<file path="src/common/ccmc_pkg.sv">
// Shared constants and bus carrier types for the channel mode control block.
package ccmc_pkg;

	// ----------------------------------------------------------------
	// Register map
	// ----------------------------------------------------------------
	localparam int             ADDR_W          = 12;
	localparam logic [11:0]    MODE_REG_OFFSET = 12'h018;
	localparam logic [15:0]    MODE_REG_RESET  = 16'h0000;
	localparam logic [15:0]    RSVD_READ       = 16'h0000;

	// ----------------------------------------------------------------
	// Field positions inside one 8-bit channel slice
	// ----------------------------------------------------------------
	localparam int CH_STRIDE = 8;
	localparam int SEL_LSB   = 0;
	localparam int FE_BIT    = 2;
	localparam int PSC_LSB   = 2;
	localparam int PE_BIT    = 3;
	localparam int FLT_LSB   = 4;
	localparam int MODE_LSB  = 4;
	localparam int CE_BIT    = 7;

	// ----------------------------------------------------------------
	// Direction select and output mode codes
	// ----------------------------------------------------------------
	localparam logic [1:0] SEL_OUTPUT = 2'h0;
	localparam logic [1:0] SEL_OWN    = 2'h1;
	localparam logic [1:0] SEL_NEIGH  = 2'h2;
	localparam logic [1:0] SEL_TRIG   = 2'h3;
	localparam logic [2:0] OM_FROZEN  = 3'h0;
	localparam logic [2:0] OM_SET     = 3'h1;
	localparam logic [2:0] OM_CLEAR   = 3'h2;
	localparam logic [2:0] OM_TOGGLE  = 3'h3;
	localparam logic [2:0] OM_LOW     = 3'h4;
	localparam logic [2:0] OM_HIGH    = 3'h5;
	localparam logic [2:0] OM_PWM1    = 3'h6;
	localparam logic [2:0] OM_PWM2    = 3'h7;

	// ----------------------------------------------------------------
	// Timing and filter constants
	// ----------------------------------------------------------------
	localparam int         FAST_DELAY_CYC = 3;
	localparam int         TRIG_PIPE_LEN  = FAST_DELAY_CYC - 1;
	localparam logic [2:0] RATE_KERNEL    = 3'h7;
	localparam int         DTS_DIV_W      = 5;

	// ----------------------------------------------------------------
	// Bus carrier types
	// ----------------------------------------------------------------
	typedef enum logic [1:0] {
		APB_IDLE = 2'b01,
		APB_ACK  = 2'b10
	} ccmc_apb_st_t;

	typedef struct packed {
		logic              psel;
		logic              penable;
		logic              pwrite;
		logic [ADDR_W-1:0] paddr;
		logic [31:0]       pwdata;
	} ccmc_apb_req_t;

	typedef struct packed {
		logic [31:0] prdata;
		logic        pready;
		logic        pslverr;
	} ccmc_apb_rsp_t;

endpackage : ccmc_pkg

</file>
<file path="src/design/ccmc_channel_mode.sv">
// Mode control, input filter, capture prescaler and output reference for two timer channels.
//
// The APB slave port was chosen for this implementation.
`timescale 1ns/1ps
`default_nettype none

// Summary of operation
// - Select 00 makes an output, 01 own input, 10 neighbour input.
// - Select 11 takes the internal trigger, only while an internal trigger is chosen.
// - Select bits are writable only while the channel enable is low.
// - Filter passes a new level after N agreeing samples.
// - Filter code 0 is unfiltered at the dead-time rate; 1..3 use kernel clock, N 2/4/8.
// - Codes 4..15 sample dead-time clock divided by 2..32 with the tabled N.
// - Prescaler captures every edge, or once every 2, 4 or 8 events.
// - Prescaler count is cleared while the channel enable is low.
// - Clear enable drives the reference low while the external trigger is high.
// - Frozen holds; 001 sets, 010 clears, 011 toggles on a match.
// - Mode 100 holds the reference low, 101 holds it high.
// - PWM 1: high while counter below compare up, low while above down.
// - PWM 2 is the inverse of PWM 1.
// - Mode and preload ignore writes under lock 3 on an output channel.
// - PWM reference moves only on a comparison change, leaving frozen, a fast trigger or a clear.
// - Preload off writes compare at once; on, shadow loads at update.
// - Fast enable turns a trigger edge into a match after 3 cycles.
// - Fast enable acts only in the two PWM modes.
// - Channel 1 fields sit in bits 7 to 0.
// - Channel 2 repeats the layout in bits 15 to 8.
// - An input channel captures only while its enable is high.
module ccmc_channel_mode
	import ccmc_pkg::*;
#(
	parameter int CNT_W = 16
) (
	input  wire logic                       core_clk,     // Kernel clock.
	input  wire logic                       nrst,         // Synchronous reset, active low.
	input  wire logic                       clkEn,        // Freezes all state while low.
	input  wire ccmc_apb_req_t              apbReq,       // APB request from the master.
	output var  ccmc_apb_rsp_t              apbRsp,       // APB answer, registered.
	input  wire logic [1:0]                 timerIn,      // Timer inputs one and two.
	input  wire logic                       trigSrc,      // Internal trigger source level.
	input  wire logic                       trigInternal, // Trigger select names an internal input.
	input  wire logic                       etrFiltered,  // Filtered external trigger.
	input  wire logic                       trigEdge,     // Active trigger edge, one cycle.
	input  wire logic [1:0]                 chEnable,     // Channel enable bits.
	input  wire logic                       lockLevel3,   // Protection lock level 3 is set.
	input  wire logic                       dtsTick,      // Dead-time sample clock enable.
	input  wire logic [CNT_W-1:0]           counterVal,   // Timer counter.
	input  wire logic                       countDown,    // Counter runs downwards.
	input  wire logic                       updateEvt,    // Update event, one cycle.
	input  wire logic [1:0]                 cmpWr,        // Compare register write strobes.
	input  wire logic [CNT_W-1:0]           cmpWdata,     // Compare write data.
	output logic      [1:0]                 outRef,       // Output reference levels.
	output logic      [1:0]                 capStrobe,    // Capture command, one cycle.
	output logic      [1:0]                 inputLevel,   // Filtered channel inputs.
	output logic      [1:0][CNT_W-1:0]      activeCmp     // Active compare values.
);

	// ----------------------------------------------------------------
	// Parameter check and state layout
	// ----------------------------------------------------------------
	if (CNT_W < 2 || CNT_W > 32) begin : g_chk
		$error("CNT_W must lie between 2 and 32");
	end

	typedef struct packed {
		ccmc_apb_st_t                  apb;
		ccmc_apb_rsp_t                 rsp;
		logic [15:0]                   mode;
		logic [DTS_DIV_W-1:0]          dtsDiv;
		logic [1:0]                    filt;
		logic [1:0][2:0]               fcnt;
		logic [1:0][2:0]               psc;
		logic [1:0]                    cap;
		logic [1:0]                    oref;
		logic [1:0]                    pwmPrev;
		logic [1:0]                    matchPrev;
		logic [1:0][2:0]               modePrev;
		logic [TRIG_PIPE_LEN-1:0]      trigPipe;
		logic [1:0][CNT_W-1:0]         cmpAct;
		logic [1:0][CNT_W-1:0]         cmpShadow;
	} ccmc_state_t;

	ccmc_state_t st_reg;
	ccmc_state_t st_next;

	// Filter table: rate exponent (7 means kernel clock) and N minus one.
	function automatic logic [5:0] ccmc_filt_cfg(input logic [3:0] code);
		case (code)
			4'h0:    ccmc_filt_cfg = {3'h0, 3'h0};
			4'h1:    ccmc_filt_cfg = {RATE_KERNEL, 3'h1};
			4'h2:    ccmc_filt_cfg = {RATE_KERNEL, 3'h3};
			4'h3:    ccmc_filt_cfg = {RATE_KERNEL, 3'h7};
			4'h4:    ccmc_filt_cfg = {3'h1, 3'h5};
			4'h5:    ccmc_filt_cfg = {3'h1, 3'h7};
			4'h6:    ccmc_filt_cfg = {3'h2, 3'h5};
			4'h7:    ccmc_filt_cfg = {3'h2, 3'h7};
			4'h8:    ccmc_filt_cfg = {3'h3, 3'h5};
			4'h9:    ccmc_filt_cfg = {3'h3, 3'h7};
			4'ha:    ccmc_filt_cfg = {3'h4, 3'h4};
			4'hb:    ccmc_filt_cfg = {3'h4, 3'h7};
			4'hc:    ccmc_filt_cfg = {3'h4, 3'h7};
			4'hd:    ccmc_filt_cfg = {3'h5, 3'h4};
			4'he:    ccmc_filt_cfg = {3'h5, 3'h5};
			default: ccmc_filt_cfg = {3'h5, 3'h7};
		endcase
	endfunction : ccmc_filt_cfg

	// ----------------------------------------------------------------
	// Next state
	// ----------------------------------------------------------------
	// The whole block is one combinational step so that the channel loop
	// can see bus writes, filters and compare logic in a single place.
	always_comb begin
		logic [7:0]           sl;
		logic [7:0]           wm;
		logic [15:0]          wmask;
		logic                 hit;
		logic                 raw;
		logic                 smp;
		logic [5:0]           cfg;
		logic [DTS_DIV_W-1:0] msk;
		logic                 pwmL;
		logic                 match;
		logic [2:0]           pscTop;
		sl     = 8'h00;
		wm     = 8'h00;
		wmask  = 16'h0000;
		raw    = 1'b0;
		smp    = 1'b0;
		cfg    = 6'h00;
		msk    = '0;
		pwmL   = 1'b0;
		match  = 1'b0;
		pscTop = 3'h0;
		hit    = (apbReq.paddr[ADDR_W-1:2] == MODE_REG_OFFSET[ADDR_W-1:2]);
		st_next = st_reg;
		st_next.cap = 2'b00;
		st_next.trigPipe = {st_reg.trigPipe[TRIG_PIPE_LEN-2:0], trigEdge};
		if (dtsTick) begin
			st_next.dtsDiv = st_reg.dtsDiv + 1'b1;
		end

		// Write masks per channel slice.
		for (int i = 0; i < 2; i++) begin
			sl = st_reg.mode[i*CH_STRIDE +: CH_STRIDE];
			wm = 8'hff;
			if (chEnable[i]) begin
				wm[SEL_LSB +: 2] = 2'b00;
			end
			if (lockLevel3 && sl[SEL_LSB +: 2] == SEL_OUTPUT) begin
				wm[MODE_LSB +: 3] = 3'b000;
				wm[PE_BIT] = 1'b0;
			end
			wmask[i*CH_STRIDE +: CH_STRIDE] = wm;
		end

		// Bus slave: answer one cycle after the access phase begins.
		case (st_reg.apb)
			APB_IDLE: begin
				if (apbReq.psel && apbReq.penable) begin
					st_next.apb = APB_ACK;
					st_next.rsp.pready = 1'b1;
					st_next.rsp.pslverr = !hit;
					st_next.rsp.prdata = hit ? {RSVD_READ, st_reg.mode} : 32'h0000_0000;
				end
			end
			APB_ACK: begin
				st_next.apb = APB_IDLE;
				st_next.rsp.pready = 1'b0;
				st_next.rsp.pslverr = 1'b0;
				if (apbReq.pwrite && hit) begin
					st_next.mode = (st_reg.mode & ~wmask) | (apbReq.pwdata[15:0] & wmask);
				end
			end
			default: begin
				st_next.apb = APB_IDLE;
				st_next.rsp.pready = 1'b0;
			end
		endcase

		for (int i = 0; i < 2; i++) begin
			sl = st_reg.mode[i*CH_STRIDE +: CH_STRIDE];

			// Input routing.
			case (sl[SEL_LSB +: 2])
				SEL_OWN:   raw = timerIn[i];
				SEL_NEIGH: raw = timerIn[1-i];
				SEL_TRIG:  raw = trigSrc && trigInternal;
				default:   raw = 1'b0;
			endcase

			// Event-counter filter at the selected sampling rate.
			cfg = ccmc_filt_cfg(sl[FLT_LSB +: 4]);
			msk = DTS_DIV_W'((DTS_DIV_W'(1) << cfg[5:3]) - DTS_DIV_W'(1));
			if (cfg[5:3] == RATE_KERNEL) begin
				smp = 1'b1;
			end else begin
				smp = dtsTick && ((st_reg.dtsDiv & msk) == msk);
			end
			if (smp) begin
				if (raw == st_reg.filt[i]) begin
					st_next.fcnt[i] = 3'h0;
				end else if (st_reg.fcnt[i] >= cfg[2:0]) begin
					// A count left over from a longer filter must not delay the new one.
					st_next.filt[i] = raw;
					st_next.fcnt[i] = 3'h0;
				end else begin
					st_next.fcnt[i] = st_reg.fcnt[i] + 3'h1;
				end
			end

			// Capture prescaler on rising edges of the filtered input.
			pscTop = 3'((4'h1 << sl[PSC_LSB +: 2]) - 4'h1);
			if (!chEnable[i]) begin
				st_next.psc[i] = 3'h0;
			end else if (sl[SEL_LSB +: 2] != SEL_OUTPUT && st_next.filt[i] && !st_reg.filt[i]) begin
				if (st_reg.psc[i] == pscTop) begin
					st_next.psc[i] = 3'h0;
					st_next.cap[i] = 1'b1;
				end else begin
					st_next.psc[i] = st_reg.psc[i] + 3'h1;
				end
			end

			// Compare register with optional preload shadow.
			if (cmpWr[i]) begin
				if (sl[PE_BIT]) begin
					st_next.cmpShadow[i] = cmpWdata;
				end else begin
					st_next.cmpAct[i] = cmpWdata;
				end
			end else if (updateEvt && sl[PE_BIT]) begin
				st_next.cmpAct[i] = st_reg.cmpShadow[i];
			end

			// Output reference.
			match = (counterVal == st_reg.cmpAct[i]) && !st_reg.matchPrev[i];
			st_next.matchPrev[i] = (counterVal == st_reg.cmpAct[i]);
			pwmL = countDown ? !(counterVal > st_reg.cmpAct[i]) : (counterVal < st_reg.cmpAct[i]);
			if (sl[MODE_LSB +: 3] == OM_PWM2) begin
				pwmL = !pwmL;
			end
			st_next.pwmPrev[i] = pwmL;
			st_next.modePrev[i] = sl[MODE_LSB +: 3];
			if (sl[SEL_LSB +: 2] != SEL_OUTPUT) begin
				st_next.oref[i] = 1'b0;
			end else begin
				case (sl[MODE_LSB +: 3])
					OM_SET:    if (match) st_next.oref[i] = 1'b1;
					OM_CLEAR:  if (match) st_next.oref[i] = 1'b0;
					OM_TOGGLE: if (match) st_next.oref[i] = !st_reg.oref[i];
					OM_LOW:    st_next.oref[i] = 1'b0;
					OM_HIGH:   st_next.oref[i] = 1'b1;
					OM_PWM1, OM_PWM2: begin
						if (pwmL != st_reg.pwmPrev[i] || st_reg.modePrev[i] == OM_FROZEN) begin
							st_next.oref[i] = pwmL;
						end
						if (sl[FE_BIT] && st_reg.trigPipe[TRIG_PIPE_LEN-1]) begin
							st_next.oref[i] = (sl[MODE_LSB +: 3] == OM_PWM1);
						end
					end
					default:   st_next.oref[i] = st_reg.oref[i];
				endcase
				if (sl[CE_BIT] && etrFiltered) begin
					st_next.oref[i] = 1'b0;
				end
			end
		end
	end

	// ----------------------------------------------------------------
	// State register
	// ----------------------------------------------------------------
	// Reset loads constants only; the clock enable freezes everything.
	always_ff @(posedge core_clk) begin
		if (!nrst) begin
			st_reg <= '0;
			st_reg.apb <= APB_IDLE;
			st_reg.mode <= MODE_REG_RESET;
		end else if (clkEn) begin
			st_reg <= st_next;
		end
	end

	// Outputs come straight from the state register.
	assign apbRsp     = st_reg.rsp;
	assign outRef     = st_reg.oref;
	assign capStrobe  = st_reg.cap;
	assign inputLevel = st_reg.filt;
	assign activeCmp  = st_reg.cmpAct;

	logic wrCommit;
	assign wrCommit = clkEn && st_reg.apb == APB_ACK && apbReq.pwrite
		&& apbReq.paddr[ADDR_W-1:2] == MODE_REG_OFFSET[ADDR_W-1:2];
endmodule : ccmc_channel_mode

`default_nettype wire

</file>
<file path="config.mk">
export PLATFORM = sky130hd
export DESIGN_NAME = ccmc_channel_mode
export DESIGN_NICKNAME = d
export VERILOG_FILES = /design/src/common/ccmc_pkg.sv /design/src/design/ccmc_channel_mode.sv
export SDC_FILE = /design/constraint.sdc
export NUM_CORES = 1
export LEC_CHECK = 0
export BUFFER_PORTS_ARGS = -buffer_cell sky130_fd_sc_hd__buf_4
export CORE_MARGIN = 3
export CORE_UTILIZATION = 50
export DETAILED_ROUTE_END_ITERATION = 10
export PLACE_DENSITY = 0.77
export SKIP_LAST_GASP = 1
export SYNTH_ARGS = -nofsm -noshare
export SYNTH_HDL_FRONTEND = slang
export SYNTH_SLANG_ARGS = --single-unit
</file>
<file path="constraint.sdc">
create_clock -name core_clk -period 2.3 [get_ports core_clk]
set_clock_uncertainty 0.05 [all_clocks]
set_input_delay 0 -clock core_clk [delete_from_list [all_inputs] [get_ports core_clk]]
set_output_delay 0 -clock core_clk [all_outputs]
set_load 0.02 [all_outputs]
</file>
==> reports/metrics.csv <==
metric;value;unit
cp_top_family;simple AND/OR/NAND/NOR gates;
vias;7682;
yosysWarnings;0;
layout.nets;1316;
slew_headroom;30.54;%
synth_xor_area_share;1.376;%
rsz0062_at_grt;true;
hold_ws;0.01293;ns
crit_path_cell_trace;inv_2, ha_4, nand4_1, or4_4, o211a_1, a311oi_2, nand2_2, xor2_2, o211ai_2;
startpoint_type;flop;
clkPwrFrac;43.4;%
fmax;406.9;MHz
htree_levels;4;
switching_share;25.56;%
grt.met3_usage;4.545;%
die_area;18130;um^2
yosys.area.top_type_share;35.31;%
wl_per_cell;16.80;um
rows;46;
p_sw;0.001571;W
crit_path_end_kind;flop;
clockBufferDepth;2;
leakagePower;4.441;nW
antenna_cells;0;
synth-compound-area-share;16.02;%
port_buffers;133;
ir_worst_vdd;0.5859;mV
clock-root-buffer;clkbuf_16;
combPwrFrac;14.2;%
p_int;0.004575;W
cts_tree;yes;
dr.pass1.iters;6;
synth_top_family_by_area;simple AND/OR/NAND/NOR gates;
status;complete, but fails checks;
netlist_instances;999;
via_per_inst;5.503;
grt_pass1_vias;7028;
grt_pass1_wl;35460;um
dieHeight;134.7;um
grt_max_degree;101;
cts_sinks;146;
min_period_over_period;106.9;%
synthAdderAreaFrac;8.012;%
crit_path_max_incr_delay;0.56;ns
hold_viol;0;
powerDensity;564.8;nW/um^2
start_util;51.54;%
path_class;flop to flop;
cp.arrival;2.75;ns
synth_top_flop_cell;dfxtp_1;
route.detailed.drc;0;
hp-class;primary input to flop;
ant_nets;0;
tightest_slew;1.042;ns
setup_violations;5;
synthDistinctLibCells;72;
required;2.59;ns
timing.final.ws_setup;-0.1576;ns
grt.busiest_layer;met2;
power;0.006146;W
yosys-top-cells-count;dfxtp_1, nand2_1, a21oi_1, nor2_1, buf_4;
grtUsageMet2;40.19;%
antenna_found_initial;0;
finalMaxSlewViolations;0;
yosys.area_share.simple;19.88;%
slowest_stage;or4_4;
clk_latency;0.42;ns
critical_path_buf_inv_count;1;
drive_gt1_share;27.97;%
yosys.area.top_type;dfxtp_1;
dp_hpwl;15190;um
synth_edf_count;0;
die_width;134.7;um
drtIter0Drc;689;
synthArstFlopShare;0;%
synth.area.mux_share;7.921;%
cap_violations;0;
io-pin-count;168;
cts_buffers;17;
syn2layout_area_growth;31.46;%
grt_usage;24.13;%
syn_area_per_cell;8.285;um^2
met1_usage;32.02;%
utilization;67.76;%
violations;negative setup slack;
ys_seq_area_share;35.31;%
seq_power_share;42.4;%
place_area;9348;um^2
core-area;16060;um^2
clkTransAtPathRegs;0.06;ns
synth_most_common_cell;dfxtp_1;
yosys-top-cells-area;dfxtp_1, ha_1, mux2i_1;
mappedNetlistArea;8277;um^2
grt_overflow;0;
fin_area;10880;um^2
fin_crit;2.458;ns
ys_ff_latch;146;
routed_wl;23450;um
gp_congestion;0.8628;
cp_max_fo;3;
-- repair_timing --
action	4_1_cts	5_1_grt
gates cloned	0	0
hold buffers	42	1
resized for setup	19	68
setup endpoints to repair	6	23
hold endpoints to repair	76	1
pin swaps	11	29
setup buffers	1	15
-- layout make-up --
| type | count | area (um^2) |
|---|---|---|
| Tap cell | 216 | 270.3 |
| Sequential cell | 146 | 2943 |
| Multi-Input combinational cell | 692 | 4845 |
| Inverter | 54 | 206.4 |
| Fill cell | 1195 | 5177 |
| Clock buffer | 23 | 488.0 |
| Clock inverter | 9 | 80.08 |
| Timing Repair Buffer | 256 | 2048 |
-- worst min-delay path, delay by kind of cell --
kind | cells | cell delay (ns)
compound gates | 1 | 0.08
simple gates | 1 | 0.08
mux | 1 | 0.16
buf+inv | 1 | 0.12
-- layout by cell type, fill, tap and decap left out, types with 5 or more instances in the layout --
cell / Yosys / routed
o21ai_0: 24 / 22
dlygate4sd3_1: 0 / 43
xor2_1: 6 / 5
inv_2: 1 / 6
o31ai_1: 6 / 5
and3_1: 9 / 8
or3_1: 6 / 6
mux2i_1: 61 / 58
clkbuf_16: 0 / 17
nand4_1: 14 / 14
a21o_1: 5 / 5
nand2b_1: 12 / 10
dfxtp_2: 0 / 13
nand3b_1: 7 / 7
clkinv_2: 0 / 5
nand2_1: 123 / 123
inv_1: 53 / 46
nand3_1: 41 / 40
dfxtp_1: 146 / 132
buf_4: 72 / 208
nor3b_1: 6 / 5
buf_6: 2 / 5
nor2_1: 80 / 78
nor3_1: 11 / 9
conb_1: 1 / 16
ha_4: 0 / 16
a211oi_1: 34 / 34
ha_1: 53 / 35
nor2b_1: 10 / 10
a21oi_1: 92 / 92
xnor2_1: 7 / 6
-- routing by layer --
| metal | share of wire [%] | vias up |
|---|---|---|
| met2 | 48 | 287 |
| met1 | 43 | 3616 |
| met5 | 0 | - |
| met4 | 2.7 | 0 |
| met3 | 6.3 | 57 |
| li1 | - | 3722 |
-- stage by stage --
| step | std cells | setup slack [ns] | TNS [ns] |
|---|---|---|---|
| 2_1_floorplan | 1014 | -0.05215 | -0.05215 |
| 3_3_place_gp | 1305 | -0.03944 | -0.08367 |
| 3_5_place_dp | 1305 | -0.1426 | -0.3549 |
| 4_1_cts | 1380 | -0.1931 | -0.3472 |
| 5_1_grt | 1396 | -0.2412 | -1.069 |
| 6_report | 1396 | -0.1576 | -0.2915 |
-- final timing paths --
check	startpoint	end	slack (ns)	cells after the start
setup / recovery	activeCmp[27]	outRef[1]	-0.16	9
hold reg to reg	apbRsp[5]	apbRsp[5]	0.40	2
setup reg to reg	activeCmp[27]	outRef[1]	-0.16	9
hold / removal	lockLevel3	st_next[70]	0.01	4
-- logic make-up after synthesis --
kind of cell / Yosys count
xor+xnor: 13
other cells: 1
fa+ha+maj: 53
compound gates: 206
mux: 65
flops: 146
simple gates: 339
buf+inv: 176
-- power groups by stage --
stage,Combinational (W),Sequential [W],Clock [W]
final,0.000873,0.00261,0.00266
after detailed placement,0.000739,0.00266,0
after global placement,0.000725,0.00266,0
after floorplan,0.000472,0.00266,0
after CTS,0.000811,0.00261,0.00268
after global routing,0.000942,0.00261,0.00278
No activity file was read; power rests on OpenSTA's default activity.
